$ cat config.mk
export PLATFORM = sky130hd
export DESIGN_NAME = lfi_interlock
export DESIGN_NICKNAME = d
export VERILOG_FILES = /design/src/design/lfi_pkg.sv /design/src/design/lfi_run_edge.sv /design/src/design/lfi_temp_window.sv /design/src/design/lfi_interlock.sv
export SDC_FILE = /design/constraint.sdc
export NUM_CORES = 1
export LEC_CHECK = 0
export BUFFER_PORTS_ARGS = -buffer_cell sky130_fd_sc_hd__buf_2
export CAP_MARGIN = 20
export CORE_MARGIN = 3
export CORE_UTILIZATION = 45
export CTS_CLUSTER_SIZE = 24
export DETAILED_ROUTE_END_ITERATION = 12
export PLACE_DENSITY_LB_ADDON = 0.15
export SKIP_CTS_REPAIR_TIMING = 1
export SYNTH_ARGS = -nofsm -noshare
export SYNTH_HDL_FRONTEND = slang
export SYNTH_HIERARCHICAL = 1
export SYNTH_SLANG_ARGS = --single-unit
$ cat constraint.sdc
create_clock -name core_clk -period 4.67 [get_ports core_clk]
set_clock_uncertainty 0.15 [all_clocks]
set_input_delay 0.934 -clock core_clk [delete_from_list [all_inputs] [get_ports core_clk]]
set_output_delay 0.934 -clock core_clk [all_outputs]
set_load 0.02 [all_outputs]
$ cat src/design/lfi_pkg.sv
package lfi_pkg;

  localparam int TEMP_W = 12;
  localparam logic [11:0] TEMP_LOW_RST = 12'h0000;
  localparam logic [11:0] TEMP_HIGH_RST = 12'h0FFF;

  // Soft-start and stop ramp times, in microseconds.
  localparam int RAMP_UP_US = 600;
  localparam int RAMP_DOWN_US = 800;
  localparam int CLK_MHZ = 20;
  localparam int RAMP_UP_CYC = RAMP_UP_US * CLK_MHZ;
  localparam int RAMP_DOWN_CYC = RAMP_DOWN_US * CLK_MHZ;

  typedef struct packed {
    logic cooler_overcurrent;
    logic cooler_short;
    logic cooler_overheat;
  } lfi_cooler_sense_t;

  typedef struct packed {
    logic cooler_fault_flag;
    logic emitter_overcurrent;
    logic shunt_on;
    logic red_led;
    logic yellow_led;
    logic interlock_repeat;
    logic shunt_repeat;
  } lfi_status_t;

  typedef enum logic [1:0] {
    LFI_IDLE,
    LFI_RAMP,
    LFI_RUN,
    LFI_STOP
  } lfi_drv_state_t;

endpackage

$ cat src/design/lfi_run_edge.sv
`timescale 1ns/1ns
// Arms a run request only after it has been seen low since reset.
module lfi_run_edge (
  input wire logic core_clk,
  input wire logic rst_n,
  input wire logic pin_req,
  input wire logic switch_req,
  output logic run
);

  logic armed;
  logic next_armed;
  logic req;

  always_comb begin
    req = pin_req | switch_req;
    next_armed = armed;
    if (!req) begin
      next_armed = 1'b1;
    end
    run = armed & req;
  end

  always_ff @(posedge core_clk or negedge rst_n) begin
    if (!rst_n) begin
      armed <= 1'b0;
    end else begin
      armed <= next_armed;
    end
  end

endmodule

$ cat src/design/lfi_temp_window.sv
`timescale 1ns/1ns
// Keeps the temperature limits and compares the thermistor reading.
module lfi_temp_window #(
  parameter int W = lfi_pkg::TEMP_W
) (
  input wire logic core_clk,
  input wire logic rst_n,
  input wire logic [W-1:0] temp_sample,
  input wire logic temp_sample_valid,
  input wire logic limits_wr,
  input wire logic [W-1:0] limit_low_in,
  input wire logic [W-1:0] limit_high_in,
  output logic [W-1:0] temp_value,
  output logic [W-1:0] limit_low,
  output logic [W-1:0] limit_high,
  output logic in_range
);

  logic [W-1:0] next_temp_value;
  logic [W-1:0] next_limit_low;
  logic [W-1:0] next_limit_high;
  logic next_in_range;

  always_comb begin
    next_temp_value = temp_value;
    next_limit_low = limit_low;
    next_limit_high = limit_high;
    if (temp_sample_valid) begin
      next_temp_value = temp_sample;
    end
    if (limits_wr) begin
      next_limit_low = limit_low_in;
      next_limit_high = limit_high_in;
    end
    next_in_range = (next_temp_value >= next_limit_low) &&
                    (next_temp_value <= next_limit_high);
  end

  always_ff @(posedge core_clk or negedge rst_n) begin
    if (!rst_n) begin
      temp_value <= '0;
      limit_low <= W'(lfi_pkg::TEMP_LOW_RST);
      limit_high <= W'(lfi_pkg::TEMP_HIGH_RST);
      in_range <= 1'b0;
    end else begin
      temp_value <= next_temp_value;
      limit_low <= next_limit_low;
      limit_high <= next_limit_high;
      in_range <= next_in_range;
    end
  end

endmodule

$ cat src/design/lfi_interlock.sv
`timescale 1ns/1ns
// Functional notes
// - Cooler run request high stabilises temperature; low stops stabilisation.
// - Emitter run request high starts soft-start ramp; low stops emitter driver.
// - Both run-request inputs pulled low; undriven input means stop.
// - Cooler fault output high on overcurrent, short or overheat; low otherwise. The code keeps the flag latched high until reset.
// - Cooler fault stops emitter and stays latched until device restart.
// - Emitter overcurrent stops driver, shunts output, lights red indicator.
// - Overcurrent output high exactly while output terminals are shunted.
// - After overcurrent trip, restart refused until the driver is restarted.
// - Interlock pulled up; open locks device, low permits operation.
// - Digital connector repeats interlock and shunt status lines.
// - On-board switches also provide cooler and emitter run requests.
// - External thermistor temperature is measured and readable digitally.
// - Temperature outside programmed limits blocks driver; back inside resumes.
// - Temperature limits are kept stored and enforced in all control modes.
// - Interlock honoured at power-up; a command may select ignoring it.
// - Request already high at power-up does not start; fresh rise needed.
module lfi_interlock #(
  parameter int TEMP_W = lfi_pkg::TEMP_W,
  parameter int RAMP_UP_CYC = lfi_pkg::RAMP_UP_CYC,
  parameter int RAMP_DOWN_CYC = lfi_pkg::RAMP_DOWN_CYC
) (
  input wire logic core_clk,
  input wire logic rst_n,
  input wire logic cooler_run_request,
  input wire logic emitter_run_request,
  input wire logic cooler_switch,
  input wire logic emitter_switch,
  input wire logic interlock_n,
  input wire logic interlock_ignore,
  input wire lfi_pkg::lfi_cooler_sense_t cooler_sense,
  input wire logic emitter_overcurrent_sense,
  input wire logic driver_restart,
  input wire logic [TEMP_W-1:0] temp_sample,
  input wire logic temp_sample_valid,
  input wire logic limits_wr,
  input wire logic [TEMP_W-1:0] limit_low_in,
  input wire logic [TEMP_W-1:0] limit_high_in,
  output logic cooler_active,
  output logic emitter_on,
  output logic emitter_ramp_up,
  output logic emitter_ramp_down,
  output lfi_pkg::lfi_status_t status,
  output logic [TEMP_W-1:0] external_thermistor_guard,
  output logic [TEMP_W-1:0] limit_low,
  output logic [TEMP_W-1:0] limit_high
);

  localparam int CW = $clog2(RAMP_DOWN_CYC > RAMP_UP_CYC ? RAMP_DOWN_CYC + 1 : RAMP_UP_CYC + 1);

  logic cooler_run;
  logic emitter_run;
  logic in_range;
  logic [TEMP_W-1:0] temp_value;
  logic [TEMP_W-1:0] low_q;
  logic [TEMP_W-1:0] high_q;
  logic cooler_fault;
  logic next_cooler_fault;
  logic overcurrent;
  logic next_overcurrent;
  logic permit;
  logic allow;
  lfi_pkg::lfi_drv_state_t state;
  lfi_pkg::lfi_drv_state_t next_state;
  logic [CW-1:0] cnt;
  logic [CW-1:0] next_cnt;
  lfi_pkg::lfi_status_t next_status;
  logic next_cooler_active;
  logic next_emitter_on;
  logic next_ramp_up;
  logic next_ramp_down;

  // Pull-downs make an open input read low, which both sources treat as stop.
  lfi_run_edge u_cooler_edge (
    .core_clk(core_clk),
    .rst_n(rst_n),
    .pin_req(cooler_run_request),
    .switch_req(cooler_switch),
    .run(cooler_run)
  );

  lfi_run_edge u_emitter_edge (
    .core_clk(core_clk),
    .rst_n(rst_n),
    .pin_req(emitter_run_request),
    .switch_req(emitter_switch),
    .run(emitter_run)
  );

  lfi_temp_window #(
    .W(TEMP_W)
  ) u_window (
    .core_clk(core_clk),
    .rst_n(rst_n),
    .temp_sample(temp_sample),
    .temp_sample_valid(temp_sample_valid),
    .limits_wr(limits_wr),
    .limit_low_in(limit_low_in),
    .limit_high_in(limit_high_in),
    .temp_value(temp_value),
    .limit_low(low_q),
    .limit_high(high_q),
    .in_range(in_range)
  );

  always_comb begin
    next_cooler_fault = cooler_fault | (|cooler_sense);
    next_overcurrent = overcurrent;
    if (driver_restart) begin
      next_overcurrent = 1'b0;
    end
    if (emitter_overcurrent_sense) begin
      next_overcurrent = 1'b1;
    end
    permit = !interlock_n || interlock_ignore;
    allow = emitter_run && permit && !cooler_fault && !overcurrent && in_range;
  end

  always_comb begin
    next_state = state;
    next_cnt = cnt;
    unique case (state)
      lfi_pkg::LFI_IDLE: begin
        if (allow) begin
          next_state = lfi_pkg::LFI_RAMP;
          next_cnt = CW'(RAMP_UP_CYC - 1);
        end
      end
      lfi_pkg::LFI_RAMP: begin
        if (!allow) begin
          next_state = lfi_pkg::LFI_STOP;
          next_cnt = CW'(RAMP_DOWN_CYC - 1);
        end else if (cnt == '0) begin
          next_state = lfi_pkg::LFI_RUN;
        end else begin
          next_cnt = cnt - 1'b1;
        end
      end
      lfi_pkg::LFI_RUN: begin
        if (!allow) begin
          next_state = lfi_pkg::LFI_STOP;
          next_cnt = CW'(RAMP_DOWN_CYC - 1);
        end
      end
      lfi_pkg::LFI_STOP: begin
        if (cnt == '0 || overcurrent || cooler_fault) begin
          next_state = lfi_pkg::LFI_IDLE;
        end else begin
          next_cnt = cnt - 1'b1;
        end
      end
    endcase
    next_emitter_on = (next_state == lfi_pkg::LFI_RAMP) || (next_state == lfi_pkg::LFI_RUN);
    next_ramp_up = next_state == lfi_pkg::LFI_RAMP;
    next_ramp_down = next_state == lfi_pkg::LFI_STOP;
    next_cooler_active = cooler_run && permit && !next_cooler_fault;
    next_status.cooler_fault_flag = next_cooler_fault;
    next_status.emitter_overcurrent = next_overcurrent;
    next_status.shunt_on = next_overcurrent;
    next_status.red_led = next_overcurrent;
    next_status.yellow_led = !permit;
    next_status.interlock_repeat = interlock_n;
    next_status.shunt_repeat = next_overcurrent;
  end

  always_ff @(posedge core_clk or negedge rst_n) begin
    if (!rst_n) begin
      cooler_fault <= 1'b0;
      overcurrent <= 1'b0;
      state <= lfi_pkg::LFI_IDLE;
      cnt <= '0;
      cooler_active <= 1'b0;
      emitter_on <= 1'b0;
      emitter_ramp_up <= 1'b0;
      emitter_ramp_down <= 1'b0;
      status <= '0;
      external_thermistor_guard <= '0;
      limit_low <= '0;
      limit_high <= '0;
    end else begin
      cooler_fault <= next_cooler_fault;
      overcurrent <= next_overcurrent;
      state <= next_state;
      cnt <= next_cnt;
      cooler_active <= next_cooler_active;
      emitter_on <= next_emitter_on;
      emitter_ramp_up <= next_ramp_up;
      emitter_ramp_down <= next_ramp_down;
      status <= next_status;
      external_thermistor_guard <= temp_value;
      limit_low <= low_q;
      limit_high <= high_q;
    end
  end

endmodule

Word-level counts from Yosys, hierarchy flattened
Cells that the tools add are included. W data, S select, Z words.

Equality and inequality tests: 10. Muxes and demuxes: 17. Reduce and logical (&&, ||, !) cells: 21. Add/subtract/negate cells: 1. Order comparisons: 2. Bitwise logic cells: 5.

Operators by type and width (number): $mux W14 (5); $pmux W14 S4 (1); $mux W12 (3); $logic_not A14 Y1 (1); $sub A14 B1 Y14 const B (1); $ge A12 B12 Y1 (1); $le A12 B12 Y1 (1); $mux W2 (5); $eq A2 B2 Y1 const B (4); $pmux W2 S4 (1); $logic_and A1 B1 Y1 (7); $ne A2 B2 Y1 const B (3); $logic_not A1 Y1 (5); $eq A2 B1 Y1 const B (2); $logic_or A1 B1 Y1 (4); $reduce_and A4 Y1 (1); $ne A3 B3 Y1 const B (1); $or A1 B1 Y1 (3); $reduce_or A3 Y1 (1); $and A1 B1 Y1 (2); $logic_not A2 Y1 (1); $mux W1 (2); $reduce_bool A2 Y1 (1).

Word-level logic and storage cells: 75. Bits of input ports: 51. Register bits after elaboration: 99.

Logic depth before layout (Yosys ltp)
Gate-level depths: netlist of the first run.

Depth after elaboration: 10. Mapped depth: 10. Mapped depth without buffers: 8.

By module
The synthesis of the first run kept the hierarchy.

By module, submodules not included: lfi_interlock (times used 1, cells each 174, area each 2235.9 um^2, sequential area each 1501.4 um^2); lfi_temp_window (times used 1, cells each 159, area each 1928.1 um^2, sequential area each 940.9 um^2); lfi_run_edge (times used 2, cells each 3, area each 40.0 um^2, sequential area each 25.0 um^2).

Worst setup path after synthesis of the first run
No wires, ideal clock.

Path kind: input -> register. Start: in limits_wr. End: reg u_window.in_range. Data required time: 4393 ps. Slack: 1814 ps. Buffers on the path: 2. Arrival time: 2579 ps. Library setup time: 127 ps. Cell stages on the path: 8. Cell sequence: buf_2 > buf_2 > mux2i_1 > ha_1 > a21o_1 > a21o_1 > a221o_1 > a2bb2oi_1.

Longest elaborated chain between the ends: 3. Elaborated cells on any way between the ends: 5. Classes of those cells: order compare: 2; mux: 2; reduce/logical: 1.

Ends and longest elaborated chain: start, declared (RTL line lfi_interlock.sv:37) `input wire logic limits_wr,`; $mux W12 (RTL line lfi_temp_window.sv:31) `if (limits_wr) begin`; $ge A12 B12 Y1 or $le A12 B12 Y1 (tied branches) (RTL line lfi_temp_window.sv:35, lfi_temp_window.sv:36); $logic_and A1 B1 Y1 * (RTL line lfi_temp_window.sv:35) `next_in_range = (next_temp_value >= next_limit_low) &&`; net u_window.next_in_range (RTL line lfi_temp_window.sv:22) `logic next_in_range;`; end signal, assigned (RTL line lfi_temp_window.sv:49) `in_range <= next_in_range;`; end, declared (RTL line lfi_temp_window.sv:16) `output logic in_range`.

The timed path passes the listed nets; every way through them passes the cells marked *. A chain may end at the register's enable or synchronous reset.

Final worst setup path of the first run
Start: in limits_wr. End: reg u_window.in_range.

Longest elaborated chain between the ends: 3. Elaborated cells on any way between the ends: 5. Classes of those cells: order compare: 2; mux: 2; reduce/logical: 1.

Ends and longest elaborated chain: $mux W12 (RTL line lfi_temp_window.sv:31); net u_window.next_limit_low[0] (RTL line lfi_temp_window.sv:20) `logic [W-1:0] next_limit_low;`; $ge A12 B12 Y1 (RTL line lfi_temp_window.sv:35); $logic_and A1 B1 Y1 (RTL line lfi_temp_window.sv:35); net u_window.next_in_range (RTL line lfi_temp_window.sv:22).

The timed path passes the listed nets, and every way through them passes these cells.

==> impl_metrics.tcl, run 1 <==
set metrics [dict create \
    netlist_instances 339 \
    drt_pass1_iterations 6 \
    p_leak_nw 2.43 \
    cts_buffers 9 \
    nets 512 \
    drtIter0Drc 113 \
    placed_area_um2 4800 \
    ir_worst_vdd_mv 0.193 \
    cap_violations 0 \
    synth_top_family_by_area "compound AO/OA/AOI/OAI gates" \
    fill_cells 784 \
    vias 2913 \
    synth_xor_area_frac 0.00206 \
    avgSynthCellArea_um2 12.5 \
    io_pins 98 \
    antenna_found_initial 0 \
    async_flop_share 1.00 \
    worst_pin_slew_ns 0.930 \
    period_share 0.609 \
    drc_errors 0 \
    num_rows 34 \
    cts_tree "built" \
    fp.dieArea_um2 10600 \
    synthAdderAreaFrac 0.0796 \
    hold_path.class "flop to flop" \
    grt_pass1_wl_um 13900 \
    synth_seq_cells 99 \
    antenna_cells 0 \
    hold_viol_final 0 \
    finalMaxSlewViolations 0 \
    cts_buffer_depth 2 \
    hpwlAfterDp_um 6380 \
    seq_area_frac_synth 0.587 \
    cellPowerDensity_nw_per_um2 414 \
    setup_tns_ns 0 \
    synth_nets 417 \
    routed_wl_um 8640 \
    synth_edf_count 0 \
    clk_latency_ns 0.35 \
    wire_per_inst_um 15.8 \
    synth_warnings 6 \
    rsz0062_at_grt "no" \
    yosys.area_share.simple 0.0926 \
    die-height_um 103 \
    synth.distinct_cells 52 \
    gp_congestion 0.811 \
    fmax_mhz 352 \
    clock-sinks 99 \
    io_buffer_count 97 \
    overflow 0 \
    first_global_vias 2834 \
    final_area_um2 5020 \
    initial_core_util 0.475 \
    layout-drive-gt1-share 0.330 \
    crit_required_ns 4.75 \
    dieWidth_um 103 \
    outcome "completed" \
    start_kind "input port" \
    area_delta_synth_final_pct 18.3 \
    grtUsageTotal 0.172 \
    critPathCaptureType "flop" \
    syn_area_um2 4240 \
    htree_levels 3 \
    setup_violations 0 \
    cts-root-buf "clkbuf_8" \
    core_area_um2 8930 \
    crit_type "input port to flop" \
    synthMuxAreaShare 0.0911 \
    arrival_ns 2.92 \
    postRouteAntennaNets 0 \
    regArea_um2 2490 \
    min_period_ns 2.84 \
    worst_slew_margin_rel 0.380 \
    crit_fanout 24 \
    clkTransAtPathRegs_ns 0.09 \
    synth-compound-area-share 0.0973 \
    grt_max_degree 77 \
    multi_input_area_um2 1540 \
    viasPerCell 5.33 \
    synthFlopType "dfrtp_1" \
]
[synth_stat cells (3+ instances only)]
master | number | area share
nand3_1 | 7 | 0.0083
o31ai_1 | 10 | 0.018
a21o_1 | 5 | 0.0088
inv_1 | 33 | 0.029
ha_1 | 27 | 0.080
mux2_2 | 13 | 0.034
nand2_1 | 7 | 0.0062
nor3_1 | 5 | 0.0059
o211ai_1 | 3 | 0.0053
a21oi_1 | 8 | 0.0094
buf_4 | 5 | 0.0088
mux2i_1 | 24 | 0.057
nor2_1 | 14 | 0.012
dfstp_2 | 12 | 0.074
or4_1 | 11 | 0.019
nand4_1 | 4 | 0.0059
dfrtp_1 | 87 | 0.51
buf_2 | 7 | 0.0083
clkbuf_1 | 3 | 0.0027
o21ai_0 | 7 | 0.0083
[worst max-delay path: stages]
cell	delay [ns]
buf_2	0.08
buf_4	0.36
mux2_2	0.41
ha_1	0.28
nand2b_1	0.14
a21oi_1	0.14
o21ai_0	0.09
a221o_1	0.34
a2bb2oi_1	0.13
[layer usage]
metal	part of all wire	global-route usage	vias up
li1	-	-	1405
met1	0.47	0.241	1408
met2	0.46	0.259	89
met3	0.061	0.0467	11
met4	0.015	0.0578	0
met5	0	0	-
[path summary, 6_finish.rpt]
kind,start,end,slack [ns],cells past startpoint
min in group asynchronous,rst_n,limit_high[1],0.56,1
worst min register to register,u_window/temp_value[10],external_thermistor_guard[10],0.22,0
worst min-delay path,u_window/temp_value[10],external_thermistor_guard[10],0.22,0
worst max register to register,cnt[0],emitter_on,1.87,9
worst max-delay path,limits_wr,u_window/in_range,1.83,9
max in group asynchronous,rst_n,u_window/limit_high[8],2.90,2
[layout by cell type, fill, tap and decap left out, drive strengths merged, types with 7 or more instances in the layout]
cell	n
mux2	13
o21ai	7
buf	100
nand2	7
ha	27
or4	11
mux2i	24
a21oi	8
nand3	7
inv	34
dfstp	12
clkbuf	11
nor2	14
dfrtp	87
o31ai	10
[kinds of logic after synthesis]
| kind of cell | after synthesis |
|---|---|
| AO/OA/AOI/OAI | 58 |
| XOR/XNOR | 1 |
| adder cells (fa/ha/maj) | 27 |
| buffers and inverters | 49 |
| flip-flops | 99 |
| multiplexers | 37 |
| AND/OR/NAND/NOR | 68 |
[flip-flops by register name, summed over array words and instances, names as in the netlist, 2 cells and up]
signal	count
cnt	14
external_thermistor_guard	12
limit_high	12
limit_low	12
u_window/limit_high	12
u_window/limit_low	12
u_window/temp_value	12
state	2
status	2
[where the power goes]
group,internal [mW],switching (mW)
combinational,0.184,0.293
sequential,0.957,0.0499
clock,0.307,0.286
[per-stage QoR]
| step | total power, mW | hold WS (ns) | setup WS [ns] | util | cells |
|---|---|---|---|---|---|
| floorplan | 1.34 | 0.200 | 1.81 | - | 339 |
| global placement | 1.50 | 0.206 | 1.51 | 0.537 | 531 |
| detailed placement | 1.51 | 0.207 | 1.49 | 0.537 | 531 |
| CTS | 2.11 | 0.227 | 1.83 | 0.562 | 547 |
| global route | 2.20 | 0.241 | 1.70 | 0.562 | 547 |
| finish | 2.08 | 0.225 | 1.83 | 0.562 | 547 |
[area by class of cell]
| class | instances | area share |
|---|---|---|
| timing repair buffer | 100 | 0.102 |
| sequential | 99 | 0.497 |
| multi-input combinational | 191 | 0.307 |
| clock buffer | 11 | 0.0262 |
| inverter | 33 | 0.0247 |
| tap | 108 | 0.0269 |
| clock inverter | 5 | 0.0174 |
Power figures use the tool's default switching activity.
==> run 2, diff against run 1 <==
==> constraint.sdc (replaced) <==
create_clock -name core_clk -period 2.6 [get_ports core_clk]
set_clock_uncertainty 0.15 [all_clocks]
set_input_delay 0.52 -clock core_clk [delete_from_list [all_inputs] [get_ports core_clk]]
set_output_delay 0.52 -clock core_clk [all_outputs]
set_load 0.02 [all_outputs]
==> run 2 against run 1 <==
  * Global-route usage rose by 0.67 points
  * Clock-buffer cell count grew 1
  * Non-clock buffer count rose by 8
  * Core utilization increased by 0.88 points
  * First-iteration DRC count shrank 6.2%
  * Critical endpoint is now emitter_on
==> impl_metrics.tcl, run 2 (synthesis gave the netlist of run 1 again) <==
set metrics [dict create \
    grtUsageTotal 0.178 \
    multi_input_area_um2 1540 \
    layout_commonest_cell "buf_2" \
    htree_levels 3 \
    fp.dieArea_um2 10600 \
    dp.cells 537 \
    rrSetupSlack_ns 0.23 \
    io_pins 98 \
    min_period_ns 2.37 \
    start_kind "flop" \
    finalNonFillerCells 555 \
    crit_required_ns 2.71 \
    vias 2905 \
    fmax_mhz 423 \
    nets 520 \
    cts_buffer_depth 2 \
    clock-sinks 99 \
    cts_buffers 9 \
    cap_violations 0 \
    arrival_ns 2.47 \
    wire_per_inst_um 15.9 \
    reg2reg_from "cnt[0]" \
    largest_register "cnt" \
    rsz0062_at_grt "no" \
    drt_pass1_iterations 4 \
    ir_worst_vdd_mv 0.428 \
    clkTransAtPathRegs_ns 0.09 \
    core_area_um2 8930 \
    critPathCaptureType "flop" \
    area_delta_synth_final_pct 20.1 \
    overflow 0 \
    grt_max_degree 46 \
    fill_cells 783 \
    viasPerCell 5.23 \
    routed_wl_um 8850 \
    postRouteAntennaNets 0 \
    drtIter0Drc 106 \
    startpoint "cnt[0]" \
    rr_endpoint "emitter_on" \
    finalMaxSlewViolations 0 \
    die-height_um 103 \
    cts-root-buf "clkbuf_8" \
    final_cell_mix "96 x buf_2, 87 x dfrtp_1, 33 x inv_1" \
    antenna_found_initial 0 \
    cts_tree "built" \
    first_global_vias 2893 \
    crit_type "flop to flop" \
    worst_slew_margin_rel 0.545 \
    p_leak_nw 2.46 \
    largest_reg_flops 14 \
    dieWidth_um 103 \
    io_buffer_count 97 \
    outcome "completed" \
    grt_pass1_wl_um 14300 \
    clk_latency_ns 0.35 \
    setup_violations 0 \
    whs_ns 0.140 \
    crit_fanout 6 \
    hold_path.class "input port to flop" \
    period_share 0.910 \
    worst_pin_slew_ns 0.681 \
    initial_core_util 0.475 \
    drc_errors 0 \
    cellPowerDensity_nw_per_um2 738 \
    num_rows 34 \
    hold_viol_final 0 \
    rr_worst_depth 9 \
    regArea_um2 2490 \
    layout-drive-gt1-share 0.338 \
    gp_congestion 0.795 \
    finish.utilization 0.571 \
    antenna_cells 0 \
    hpwlAfterDp_um 6640 \
    crit_path_end "emitter_on" \
]
run 2: cell types whose count changed in the layout (fill, tap and decap cells not counted):
| cell | before | now |
|---|---|---|
| buf_12 | 0 | 2 |
| clkinvlp_4 | 1 | 2 |
| buf_4 | 4 | 9 |
| clkbuf_1 | 2 | 3 |
| dlygate4sd3_1 | 0 | 1 |
| inv_8 | 1 | 0 |
| clkinv_4 | 1 | 0 |
run 2: power breakdown:
| part | switching [mW] | internal [mW] | leakage (nW) |
|---|---|---|---|
| clock | 0.501 | 0.544 | 0.0968 |
| combinational | 0.540 | 0.368 | 1.25 |
| sequential | 0.0904 | 1.72 | 1.11 |
run 2: metrics by stage:
step	TNS (ns)	area (um^2)	setup slack, ns	power, mW
finish	0	5100	0.233	3.76
global route	0	5100	0.0496	3.99
CTS	0	5080	0.187	3.82
detailed placement	-0.0115	4870	-0.0115	2.75
global placement	0	4870	0.0464	2.73
floorplan	0	4240	0.158	2.42
run 2: final cells by class:
| class | instances | share of cell area |
|---|---|---|
| timing repair buffer | 108 | 0.117 |
| tap | 108 | 0.0265 |
| clock inverter | 4 | 0.0147 |
| multi-input combinational | 191 | 0.302 |
| clock buffer | 12 | 0.0265 |
| inverter | 33 | 0.0243 |
| sequential | 99 | 0.489 |
run 2: per-layer routing:
layer / share of wire / up-vias / wire, um / GRT usage
li1: - / 1418 / - / -
met1: 0.46 / 1415 / 4070 / 0.238
met2: 0.48 / 65 / 4270 / 0.287
met3: 0.050 / 7 / 442 / 0.0535
met4: 0.0081 / 0 / 72 / 0.0448
met5: 0 / - / 0 / 0
run 2: worst min path at each step:
stage	start	to	slack (ns)	cells after the start
5_1_grt	interlock_n	status[1]	0.13	1
2_1_floorplan	rst_n	cnt[0]	0.07	0
4_1_cts	rst_n	cnt[1]	-0.04	1
3_3_place_gp	u_window/temp_value[2]	external_thermistor_guard[2]	0.20	0
6_report	interlock_n	status[1]	0.14	1
3_5_place_dp	u_window/temp_value[11]	external_thermistor_guard[11]	0.21	0
run 2: worst max-delay path, stage by stage, from the launching register on:
cell,delay (ns)
dfrtp_1,0.41
inv_1,0.10
ha_1,0.20
or3b_1,0.42
nor4_1,0.25
buf_4,0.19
o31a_1,0.14
o22ai_1,0.10
ha_1,0.28
inv_1,0.03
